$ cat config.mk
export PLATFORM = sky130hd
export DESIGN_NAME = hpru_unit
export DESIGN_NICKNAME = d
export VERILOG_FILES = /design/src/core/hpru_unit.v
export VERILOG_INCLUDE_DIRS = /design/src /design/src/core
export SDC_FILE = /design/constraint.sdc
export NUM_CORES = 2
export LEC_CHECK = 0
export ABC_AREA = 0
export BUFFER_PORTS_ARGS = -buffer_cell sky130_fd_sc_hd__buf_4
export CORE_UTILIZATION = 30
export CTS_CLUSTER_SIZE = 28
export DETAILED_ROUTE_END_ITERATION = 12
export PLACE_DENSITY = 0.53
export SYNTH_ARGS = -nofsm -noshare
export SYNTH_HDL_FRONTEND = slang
export SYNTH_SLANG_ARGS = --single-unit
$ cat constraint.sdc
create_clock -name clk -period 7.35 [get_ports clk]
set_input_delay 0.3675 -clock clk [delete_from_list [all_inputs] [get_ports clk]]
set_output_delay 0.3675 -clock clk [all_outputs]
set_load 0.02 [all_outputs]
$ cat src/core/hpru_consts.vh
// Purpose: constants for the hibernation power and rtc unit
// Assumes: 32-bit apb data, one aligned word per register
// Notes:   offsets are byte addresses
`ifndef HPRU_CONSTS_VH
`define HPRU_CONSTS_VH

// register byte offsets
`define HPRU_OFF_COUNT      12'h000
`define HPRU_OFF_MATCH_A    12'h004
`define HPRU_OFF_MATCH_B    12'h008
`define HPRU_OFF_LOAD       12'h00c
`define HPRU_OFF_CTRL       12'h010
`define HPRU_OFF_MASK       12'h014
`define HPRU_OFF_RAW        12'h018
`define HPRU_OFF_MSTAT      12'h01c
`define HPRU_OFF_CLEAR      12'h020
`define HPRU_OFF_TRIM       12'h024
`define HPRU_OFF_MEM_LO     12'h030
`define HPRU_OFF_MEM_HI     12'h12c

// control bit positions
`define HPRU_CTL_RTC_EN     0
`define HPRU_CTL_HIB_REQ    1
`define HPRU_CTL_CLK_SEL    2
`define HPRU_CTL_RTC_WEN    3
`define HPRU_CTL_PIN_WEN    4
`define HPRU_CTL_LB_EN      5
`define HPRU_CTL_CLK_EN     6
`define HPRU_CTL_LB_ABORT   7
`define HPRU_CTL_WIDTH      8

// event bit positions
`define HPRU_EV_MATCH_A     0
`define HPRU_EV_MATCH_B     1
`define HPRU_EV_LOW_BAT     2
`define HPRU_EV_WAKE        3
`define HPRU_EV_WIDTH       4

// reset values
`define HPRU_RST_MATCH      32'hffffffff
`define HPRU_RST_LOAD       32'hffffffff
`define HPRU_RST_TRIM       16'h7fff
`define HPRU_NOM_DIV        16'h7fff

// timing: index of the second that gets the trim, once in 64; crystal divider
`define HPRU_TRIM_PERIOD    6'h3f
`define HPRU_XTAL_DIV       7'h7f

`endif

$ cat src/core/hpru_unit.v
// Purpose: hibernation power sequencer with rtc and retained memory
// Assumes: apb slave on clk; slow clock pins sampled through 2 flops
// Notes:   32.768 khz tick derived from sampled clock source edges
//
// Added by the designer: the APB register port and the register offsets.
`timescale 1ns/1ps
`include "hpru_consts.vh"

// Functional notes
// RULE_01 - asserted regulator output turns regulator off
// RULE_02 - hibernate request bit enters hibernation
// RULE_03 - software configures a wake source first
// RULE_04 - wake pin or match restores power
// RULE_05 - pin wake needs pin wake enable
// RULE_06 - match wake needs rtc wake enable
// RULE_07 - software spaces writes in slow domain
// RULE_08 - back to back reads always accepted
// RULE_09 - clock source runs only when enabled
// RULE_10 - select 0 divides by 128, 1 direct
// RULE_11 - software waits crystal settling time
// RULE_12 - detect battery below threshold, may interrupt
// RULE_13 - detect enable sets low battery flag
// RULE_14 - abort bit blocks hibernation on low battery
// RULE_15 - battery not measured while hibernating
// RULE_16 - 32 bit counter ticks once per second
// RULE_17 - trim divisor used one second in 64
// RULE_18 - larger trim slows, smaller trim speeds
// RULE_19 - two matches wake or interrupt
// RULE_20 - counter runs if enabled; load anytime
// RULE_21 - 64 retained words readable and writable
// RULE_22 - wake cause visible in raw status
// RULE_23 - event sources ored into one request
// RULE_24 - wake pin active low, synchronised
module hpru_unit
(
    // clock and reset
    input  wire        clk,
    input  wire        rst_n,
    input  wire        clkEn,
    // apb slave
    input  wire        psel,
    input  wire        penable,
    input  wire        pwrite,
    input  wire [11:0] paddr,
    input  wire [31:0] pwdata,
    output reg  [31:0] prdata,
    output reg         pready,
    output reg         pslverr,
    // clock source pins
    input  wire        xtalClkIn,
    input  wire        oscClkIn,
    output reg         clockSourceOn,
    // power and wake pins
    input  wire        wake_n,
    input  wire        batteryLow,
    output reg         regulator_off_n,
    output reg         eventIrq
);

    // pin synchronisers, first stage read only by the second
    reg [3:0] syncA_reg;       // stage one
    reg [3:0] syncB_reg;       // stage two, safe to use
    reg       slowPrev_reg;    // previous selected clock level
    reg       wakePrev_reg;    // previous wake level for edge
    // edge history for the crystal and the late second tick
    reg       slowPrevX;       // previous crystal level
    reg       secTickD;        // second tick, one cycle late
    reg [6:0] xtalDiv_reg;     // crystal divide-by-128 counter

    // registers
    reg [31:0] counter_reg;    // rtc seconds
    reg [31:0] matchA_reg;     // rtc_match_a
    reg [31:0] matchB_reg;     // rtc_match_b
    reg [31:0] load_reg;       // rtc_load_value
    reg [`HPRU_CTL_WIDTH-1:0] ctrl_reg;  // hibernate_control
    reg [`HPRU_EV_WIDTH-1:0]  mask_reg;  // event mask
    reg [`HPRU_EV_WIDTH-1:0]  raw_reg;   // raw_event_status
    reg [15:0] trim_reg;       // predivider_trim
    reg [15:0] prediv_reg;     // predivider down counter
    reg [5:0]  secCnt_reg;     // which second of 64
    reg        hib_reg;        // hibernating state
    reg [31:0] memory_reg [0:63];   // retained_memory

    // one-hot power states
    localparam [1:0] ST_RUN = 2'b01;
    localparam [1:0] ST_HIB = 2'b10;
    reg [1:0] state_reg;
    reg [1:0] state_next;

    // decoded helpers
    wire        xtalS   = syncB_reg[0];
    wire        oscS    = syncB_reg[1];
    wire        wakeAct = ~syncB_reg[2];
    wire        lowBatS = syncB_reg[3];
    wire        access  = psel & penable & clkEn;
    wire        wrEn    = access & pwrite;
    wire        rdEn    = access & ~pwrite;
    wire        memHit;
    wire [5:0]  memIdx;
    wire        slowLvl;
    wire        slowTick;
    wire        secTick;
    wire        hitA;
    wire        hitB;
    wire        wakeGo;
    wire [15:0] divSel;
    wire [`HPRU_EV_WIDTH-1:0] evSet;
    wire [`HPRU_EV_WIDTH-1:0] clrBits;

    // decode an address against a register offset, used many times
    function sel;
        input [11:0] a;
        input [11:0] off;
        begin
            sel = (a == off);
        end
    endfunction

    // retained memory window; address bits 7:2 after base subtract
    assign memHit = (paddr >= `HPRU_OFF_MEM_LO)
                  & (paddr <= `HPRU_OFF_MEM_HI)
                  & (paddr[1:0] == 2'h0);
    assign memIdx = paddr[7:2] - 6'h0c;

    // sample every slow pin through two flops
    always @(posedge clk)
    begin
        if (!rst_n)
        begin
            syncA_reg <= 4'h4;
            syncB_reg <= 4'h4;
        end
        else if (clkEn)
        begin
            syncA_reg <= {batteryLow, wake_n, oscClkIn, xtalClkIn};
            syncB_reg <= syncA_reg;
        end
    end

    // RULE_10 crystal divided by 128, rising crystal edges only;
    // counting both edges would halve the divide and run the
    // rtc twice as fast
    always @(posedge clk)
    begin
        if (!rst_n)
            xtalDiv_reg <= 7'h00;
        else if (clkEn && ctrl_reg[`HPRU_CTL_CLK_EN])
            xtalDiv_reg <= xtalDiv_reg
                         + {6'h00, (xtalS & ~slowPrevX)};
    end

    // previous crystal level for edge counting
    always @(posedge clk)
    begin
        if (!rst_n)
            slowPrevX <= 1'b0;
        else if (clkEn)
            slowPrevX <= xtalS;
    end

    // RULE_10 select divided crystal or direct oscillator
    assign slowLvl = ctrl_reg[`HPRU_CTL_CLK_SEL] ? oscS : xtalDiv_reg[6];

    // RULE_09 ticks only while clock source enabled
    assign slowTick = ctrl_reg[`HPRU_CTL_CLK_EN] & slowLvl & ~slowPrev_reg;

    // RULE_17 trim divisor on one second in 64; picked for the
    // second that starts at the next reload, so second 63 is trimmed
    assign divSel = (secCnt_reg + 6'h01 == `HPRU_TRIM_PERIOD)
                  ? trim_reg : `HPRU_NOM_DIV;
    // RULE_18 larger divisor gives a longer second
    assign secTick = slowTick & (prediv_reg == 16'h0000);

    // RULE_19 both match comparators
    assign hitA = (counter_reg == matchA_reg);
    assign hitB = (counter_reg == matchB_reg);

    // RULE_05 pin wake gated; RULE_06 match wake gated
    assign wakeGo = (ctrl_reg[`HPRU_CTL_PIN_WEN] & wakeAct)
                  | (ctrl_reg[`HPRU_CTL_RTC_WEN] & (hitA | hitB));

    // event sources; RULE_15 battery not measured in hibernation
    assign evSet[`HPRU_EV_MATCH_A] = hitA & secTickD;
    assign evSet[`HPRU_EV_MATCH_B] = hitB & secTickD;
    // RULE_13 low battery flag when detect enabled
    assign evSet[`HPRU_EV_LOW_BAT] = ctrl_reg[`HPRU_CTL_LB_EN]
                                   & lowBatS & ~hib_reg;
    // RULE_24 active low wake edge
    assign evSet[`HPRU_EV_WAKE]    = wakeAct & ~wakePrev_reg;
    assign clrBits = (wrEn && sel(paddr, `HPRU_OFF_CLEAR))
                   ? pwdata[`HPRU_EV_WIDTH-1:0] : {`HPRU_EV_WIDTH{1'b0}};

    // one cycle late second tick so matches see new count
    always @(posedge clk)
    begin
        if (!rst_n)
            secTickD <= 1'b0;
        else if (clkEn)
            secTickD <= secTick & ctrl_reg[`HPRU_CTL_RTC_EN];
    end

    // slow clock edge and wake history
    always @(posedge clk)
    begin
        if (!rst_n)
        begin
            slowPrev_reg <= 1'b0;
            wakePrev_reg <= 1'b0;
        end
        else if (clkEn)
        begin
            slowPrev_reg <= slowLvl;
            wakePrev_reg <= wakeAct;
        end
    end

    // predivider and rtc counter
    always @(posedge clk)
    begin
        if (!rst_n)
        begin
            prediv_reg  <= `HPRU_NOM_DIV;
            secCnt_reg  <= 6'h00;
            counter_reg <= 32'h00000000;
        end
        else if (clkEn)
        begin
            // RULE_20 load sets counter at any time
            if (wrEn && sel(paddr, `HPRU_OFF_LOAD))
                counter_reg <= pwdata;
            // RULE_16 one increment per second when enabled
            else if (secTick && ctrl_reg[`HPRU_CTL_RTC_EN])
                counter_reg <= counter_reg + 32'h00000001;
            if (slowTick && ctrl_reg[`HPRU_CTL_RTC_EN])
            begin
                if (prediv_reg == 16'h0000)
                begin
                    // reload for the next second
                    secCnt_reg <= secCnt_reg + 6'h01;
                    // RULE_17 trimmed divisor for one second in 64
                    prediv_reg <= divSel;
                end
                else
                    prediv_reg <= prediv_reg - 16'h0001;
            end
        end
    end

    // power state machine
    always @*
    begin
        state_next = state_reg;
        case (state_reg)
            ST_RUN:
                // RULE_02 request enters; RULE_14 abort blocks it
                if (ctrl_reg[`HPRU_CTL_HIB_REQ]
                    && !(ctrl_reg[`HPRU_CTL_LB_ABORT]
                         && ctrl_reg[`HPRU_CTL_LB_EN] && lowBatS))
                    state_next = ST_HIB;
            ST_HIB:
                // RULE_04 wake restores power
                if (wakeGo)
                    state_next = ST_RUN;
            default:
                state_next = ST_RUN;
        endcase
    end

    // state, control and status registers
    always @(posedge clk)
    begin
        if (!rst_n)
        begin
            state_reg       <= ST_RUN;
            hib_reg         <= 1'b0;
            regulator_off_n <= 1'b1;
            ctrl_reg        <= {`HPRU_CTL_WIDTH{1'b0}};
            mask_reg        <= {`HPRU_EV_WIDTH{1'b0}};
            raw_reg         <= {`HPRU_EV_WIDTH{1'b0}};
            matchA_reg      <= `HPRU_RST_MATCH;
            matchB_reg      <= `HPRU_RST_MATCH;
            load_reg        <= `HPRU_RST_LOAD;
            trim_reg        <= `HPRU_RST_TRIM;
            eventIrq        <= 1'b0;
            clockSourceOn   <= 1'b0;
        end
        else if (clkEn)
        begin
            state_reg <= state_next;
            hib_reg   <= (state_next == ST_HIB);
            // RULE_01 low output switches regulator off
            regulator_off_n <= (state_next != ST_HIB);
            clockSourceOn   <= ctrl_reg[`HPRU_CTL_CLK_EN];
            // request bit self clears on wake so power-up runs
            if (wrEn && sel(paddr, `HPRU_OFF_CTRL))
                ctrl_reg <= pwdata[`HPRU_CTL_WIDTH-1:0];
            else if (state_reg == ST_HIB && state_next == ST_RUN)
                ctrl_reg[`HPRU_CTL_HIB_REQ] <= 1'b0;
            if (wrEn && sel(paddr, `HPRU_OFF_MASK))
                mask_reg <= pwdata[`HPRU_EV_WIDTH-1:0];
            if (wrEn && sel(paddr, `HPRU_OFF_MATCH_A))
                matchA_reg <= pwdata;
            if (wrEn && sel(paddr, `HPRU_OFF_MATCH_B))
                matchB_reg <= pwdata;
            if (wrEn && sel(paddr, `HPRU_OFF_LOAD))
                load_reg <= pwdata;
            if (wrEn && sel(paddr, `HPRU_OFF_TRIM))
                trim_reg <= pwdata[15:0];
            // RULE_22 sticky causes, set wins over clear
            raw_reg <= (raw_reg & ~clrBits) | evSet;
            // RULE_23 masked events ored into one request
            eventIrq <= |(((raw_reg & ~clrBits) | evSet) & mask_reg);
        end
    end

    // RULE_21 retained memory writes
    always @(posedge clk)
    begin
        if (clkEn && wrEn && memHit)
            memory_reg[memIdx] <= pwdata;
    end

    // apb answer: one wait-free access phase
    always @(posedge clk)
    begin
        if (!rst_n)
        begin
            prdata  <= 32'h00000000;
            pready  <= 1'b0;
            pslverr <= 1'b0;
        end
        else if (clkEn)
        begin
            // RULE_08 reads answered back to back
            pready  <= psel & ~penable;
            pslverr <= 1'b0;
            if (psel && !penable && !pwrite)
            begin
                if (memHit)
                    prdata <= memory_reg[memIdx];
                else if (sel(paddr, `HPRU_OFF_COUNT))
                    prdata <= counter_reg;
                else if (sel(paddr, `HPRU_OFF_MATCH_A))
                    prdata <= matchA_reg;
                else if (sel(paddr, `HPRU_OFF_MATCH_B))
                    prdata <= matchB_reg;
                else if (sel(paddr, `HPRU_OFF_LOAD))
                    prdata <= load_reg;
                else if (sel(paddr, `HPRU_OFF_CTRL))
                    prdata <= {24'h000000, ctrl_reg};
                else if (sel(paddr, `HPRU_OFF_MASK))
                    prdata <= {28'h0000000, mask_reg};
                else if (sel(paddr, `HPRU_OFF_RAW))
                    prdata <= {28'h0000000, raw_reg};
                else if (sel(paddr, `HPRU_OFF_MSTAT))
                    prdata <= {28'h0000000, raw_reg & mask_reg};
                else if (sel(paddr, `HPRU_OFF_TRIM))
                    prdata <= {16'h0000, trim_reg};
                else
                    prdata <= 32'h00000000;
            end
            // unmapped addresses answer with an error
            if (psel && !penable)
                pslverr <= !(memHit || paddr <= `HPRU_OFF_TRIM)
                           || paddr[1:0] != 2'h0
                           || (paddr > `HPRU_OFF_TRIM
                               && paddr < `HPRU_OFF_MEM_LO);
        end
    end

    // rdEn kept for readability of the access decode
    wire unusedRd = rdEn;

endmodule

# Word level (Yosys, flattened, before mapping)
# Memories as Yosys holds them, arrays and structs flattened.
# Index checks and enable logic that the tools add are counted.
[op_classes] add_sub_neg=5 magnitude_cmp=5 n_eq_ne=17 mux=24 bitwise_logic=31 n_reduce_logical=44
[op_table] cell="32-bit 2-to-1 mux" count=7
[op_table] cell="16-bit 2-to-1 mux" count=7
[op_table] cell="32-bit equality test" count=2
[op_table] cell="12-bit by 5-bit equality test with 1-bit output (second input constant)" count=4
[op_table] cell="32-bit by 1-bit adder with 32-bit output (second input constant)" count=1
[op_table] cell="12-bit by 4-bit equality test with 1-bit output (second input constant)" count=2
[op_table] cell="12-bit by 6-bit equality test with 1-bit output (second input constant)" count=2
[op_table] cell="2-bit AND reduction" count=10
[op_table] cell="1-bit logical AND" count=19
[op_table] cell="1-bit bitwise AND" count=18
[op_table] cell="16-bit zero test" count=1
[op_table] cell="16-bit by 1-bit subtractor with 16-bit output (second input constant)" count=1
[op_table] cell="4-bit bitwise AND" count=3
[op_table] cell="12-bit by 3-bit equality test with 1-bit output (second input constant)" count=1
[op_table] cell="12-bit by 6-bit greater-or-equal comparator with 1-bit output (second input constant)" count=1
[op_table] cell="12-bit by 6-bit greater-than comparator with 1-bit output (second input constant)" count=1
[op_table] cell="12-bit by 6-bit <= comparator with 1-bit output (second input constant)" count=1
[op_table] cell="12-bit by 9-bit <= comparator with 1-bit output (second input constant)" count=1
[op_table] cell="12-bit zero test" count=1
[op_table] cell="12-bit by 6-bit < comparator with 1-bit output (second input constant)" count=1
[op_table] cell="7-bit by 1-bit adder with 7-bit output" count=1
[op_table] cell="6-bit by 1-bit adder with 6-bit output (second input constant)" count=1
[op_table] cell="6-bit equality test (second input constant)" count=1
[op_table] cell="1-bit 2-to-1 mux" count=6
[op_table] cell="17 further kinds" count=33
[word_totals] ff_bits=241 ram_bits=2048 input_bits=54 out_inout_bits=37 word_cells=153 mem_count=1
[memory_table] name="memory_reg" depth=64 width=32 rd=1 rd_ports_with_merged_regs=0 write_ports=1 line="hpru_unit.v:82" text="reg [31:0] memory_reg [0:63];"

# Depth between registers and ports, before layout
[depth] ltp_word=11 depth_mapped=16 mapped_depth_nobuf=9

# Worst setup path before layout
# Ideal clock, no wire load.
[synth_timing] path_type="input port to flip-flop" from="input port paddr[4]" to="memory memory_reg[0][0], enable pin" t_arrival_ns=4.949 t_required_ns=6.929 slack_ns=1.980 path_stages=14 n_path_buf=6 cell_sequence="buf_2 -> inv_1 -> buf_2 -> buf_2 -> buf_2 -> buf_1 -> ha_1 -> nand3_1 -> a211o_1 -> a211o_1 -> clkbuf_1 -> nor3_1 -> nand2_1 -> nor2_1"
[synth_via] elab_chain_cells=6 word_cells_on_any_way=8 classes_between="1 x add/sub; 2 x order compare; 2 x mux; 2 x bitwise; 1 x reduce/logical"
[synth_lines] item="from (decl)" line="hpru_unit.v:44" text="input wire [11:0] paddr,"
[synth_lines] item="12-bit by 6-bit greater-or-equal comparator with 1-bit output (no source line) / 12-bit by 9-bit <= comparator with 1-bit output (equally long branches)"
[synth_lines] item="1-bit bitwise AND (2 in a row)" line="hpru_unit.v:120" text="assign memHit = (paddr >= `HPRU_OFF_MEM_LO)"
[synth_lines] item="1-bit logical AND" line="hpru_unit.v:319" text="if (clkEn && wrEn && memHit)"
[synth_lines] item="1-bit 2-to-1 mux" line="hpru_unit.v:319"
[synth_lines] item="1-bit 2-to-1 mux (implied by the code)" line="hpru_unit.v:320" text="memory_reg[memIdx] <= pwdata;"
[synth_lines] item="to (decl)" line="hpru_unit.v:82"
# Parallel ways exist; a longest one is shown, timed or not.

# Worst setup path after layout
[layout_timing] from="input port paddr[4]" to="memory memory_reg[29][11], enable pin"
# Same word-level chain as after synthesis.

==> summary.txt <==
CTS
  – Clock tree buffer depth: 3
  – Root buf cell: clkbuf_16
  – CTS clk-pin slew, worst paths: 0.06 ns
  – H-tree Lvls: 4
  – CTS tree: built
  – Cts bufs inserted: 229
  – CTS Sinks: 2289
  – Clock latency on the worst-skew pair: 0.90 ns

Final layout
  – Post-route cell area: ~100000 um2
  – Share of post-route cells with drive strength above 1: 22.6%
  – Number of fillers in the final layout: roughly 28000
  – Max FFs per register: 2048
  – Final #Nets: 5082
  – Area Growth Syn to Fin: 15.3%

Run status
  – Failing checks: max-capacitance violations, max-slew violations
  – Status: finished with violations

Timing
  – Fin crit period: 4.45 ns
  – Max-slew headroom at the worst pin: -1.02%
  – Worst slew pin tran: around 1.5 ns
  – Fmax: 225 MHz
  – Final period util: 60.5%
  – Hold Slack: 0.0937 ns
  – Setup Viol. Count Final: 0
  – Final WS setup: 2.90 ns
  – RSZ-0062 raised after global routing: no
  – Skew final: 0.102 ns
  – Pins over their slew limit: 1
  – Hold Fails Final Rpt: 0
  – Setup TNS: 0 ns

Drt
  – DRT Pass-1 Iters: 6
  – Routed vias: 48800
  – WL per Instance: 30.7 um
  – # DRC: 0
  – Initial DRC Count: 6521
  – Total routed wirelength: 281000 um
  – Antenna-violating nets left: 0
  – Drt via density: 5.33

Flow run
  – Maxcap violations: 1

Logic synthesis
  – Top-area cell type share of the netlist area: 68.5%
  – Mean Syn Cell Area: 18.5 um2
  – Post-synth top area cell: edfxtp_1
  – Area contributors post-synth: edfxtp_1 (68%), mux4_2 (13%), dfxtp_1 (5.4%)
  – Synthesized area: 89800 um2
  – Async S/R FF share, synth: 0%
  – FF+latch count, synth: 2289
  – Syn_nets: between 4000 and 5000
  – Number of synthesized flops with an enable pin: between 2000 and 2500
  – Post-synthesis cell count: between 4000 and 5000
  – Synth cell types: 72
  – Register area share after synthesis: around three quarters
  – Synth Flop Type: edfxtp_1
  – YS warnings: 0

Pwr
  – Logic pwr share: 5.5%
  – Seq pwr share: 52.0%
  – Power Dens Cells: 263 nW/um2
  – Internal power: approximately 21 mW
  – Tot Pwr: 27.3 mW
  – Leak: 32.2 nW
  – Clock power frac: 42.5%
  – Switching power share of the total: 22.9%
  – IR drop worst, VDD: 0.209 mV
  – Psw: slightly above 6 mW

Setup path
  – Crit start category: primary input
  – Critical Path AT: between 4 and 5 ns
  – CP Capture Type: flip-flop
  – Worst setup path start: paddr[4]
  – Kind of critical path: in2reg
  – FF-to-FF Start: ctrl_reg[6]
  – CP required: ~7.8 ns
  – CP Max Fanout: 32
  – R2R cell count: 7

Die
  – Core area: 297000 um2
  – Initial core utilization: 30.2%
  – Core Rows: 200
  – Die area: 302000 um2
  – Num ports: 91
  – Die W: 549 um
  – Die extent in y: 549 um

Placed design
  – Pre-CTS setup slack: 2.08 ns
  – Routability cong.: 0.958
  – Placed cell area: between 90000 and 100000 um2
  – I/O Buffers: 90
  – Hpwl dp: 174000 um

Global routing
  – Initial antenna violation count: 28
  – Largest net degree at the start of global routing: 95
  – Grt ovf: 0
  – Overall Global Routing Usage: 18.4%
  – First-pass GRT wire length: 389000 um
  – Vias in the first global route: 47600

Worst hold path
  – Min-delay worst type: in2reg
  – Hold depth: 1
  – Hold Startpoint: pwdata[28]
[critical path, stage by stage]
cell,delay [ns]
buf_4,0.37
buf_4,0.57
buf_4,0.50
nand4bb_1,0.31
a2bb2oi_1,0.66
nand2_1,0.87
nor2_4,1.16
[layout make-up]
cell class	instances	area, um2	share of cell area, %
Antenna cell	5	12.5	0.0121
Clock buffer	275	5930	5.73
Clock inverter	154	1500	1.45
Inverter	27	106	0.103
Multi-Input combinational cell	2234	22700	22.0
Sequential cell	2289	66300	64.1
Tap cell	3939	4930	4.76
Timing Repair Buffer	234	1990	1.92
[metrics by stage]
step	util (%)	cells
floorplan	-	4847
global placement	32.2	8697
detailed placement	32.2	8698
CTS	34.8	9152
global route	34.8	9153
finish	34.8	9157
[metal layers]
layer | vias to the layer above | part of all wire [%] | routed length [um] | GRT usage [%]
li1 | 20000 | - | - | -
met1 | 26100 | 43 | 120000 | 26.2
met2 | 2274 | 45 | 127000 | 28.0
met3 | 380 | 9.6 | 26900 | 4.54
met4 | 18 | 2.6 | 7310 | 4.72
met5 | - | 0.039 | 110 | 0
[power by group through the flow]
stage / clock [mW] / combinational (mW) / sequential [mW]
3_3_place_gp: 0 / 1.49 / 14.4
2_1_floorplan: 0 / 0.679 / 14.4
3_5_place_dp: 0 / 1.50 / 14.4
4_1_cts: 11.8 / 1.52 / 14.2
5_1_grt: 12.2 / 1.56 / 14.2
6_report: 11.6 / 1.51 / 14.2
[cells by family after synthesis]
family                     Yosys count  share of synthesized area, %
muxes                              662                          14.8
and+or+nand+nor                    862                          4.34
DFF                               2289                          73.9
xor gates and xnor gates           107                          1.04
buffers and inverters              324                          1.58
AOI/OAI and AO/OA                  590                          4.21
adders and majority gates           13                         0.181
[cells in the mapped netlist, types with 7 or more instances]
cell / number
a211oi_1: 42
a21oi_1: 164
a221oi_1: 9
a22oi_1: 114
a31oi_1: 8
and2_1: 7
and3_1: 15
buf_1: 19
buf_2: 74
buf_4: 23
clkbuf_1: 178
dfxtp_1: 241
edfxtp_1: 2048
ha_1: 13
inv_1: 27
mux2_2: 8
mux2i_1: 123
mux4_2: 531
nand2_1: 346
nand2b_1: 9
nand3_1: 130
nand4_1: 24
nor2_1: 197
nor2b_1: 22
nor3_1: 42
nor4_1: 38
o211ai_1: 13
o21ai_0: 107
o221ai_1: 12
o22ai_1: 60
or3_1: 8
xnor2_1: 21
xor2_1: 86
[path summary, 6_finish.rpt]
| check | to | slack, ns |
|---|---|---|
| setup / recovery | memory_reg[29][11] | 2.90 |
| hold / removal | memory_reg[22][28] | 0.09 |
| setup reg to reg | counter_reg[22] | 3.30 |
| hold reg to reg | pslverr | 0.46 |
[cells in the final DEF, fill, tap and decap left out, drive strengths merged, types with 15 or more instances in the layout]
cell type    Yosys  layout
inv             27      36
a22oi          114     114
nor3            42      42
and3            15      15
nor2b           22      22
nor4            40      40
clkbuf         178     275
nand3          131     131
a21oi          164     164
a211oi          47      47
xnor2           21      21
nand4           24      24
clkinv           0     119
dfxtp          241     241
o22ai           60      60
edfxtp        2048    2048
mux2i          123     123
xor2            86      86
nor2           197     197
bufinv           0      18
nand2          346     346
mux4           531     531
buf            119     209
o21ai          108     108
dlygate4sd3      0      25
[timing repair]
action / CTS / global route
buffers inserted: 0 / 0
endpoints found under the hold margin: 261 / 0
gates resized for setup: 0 / 0
hold buffers: 25 / 0
(Power assumes the default switching activity.)
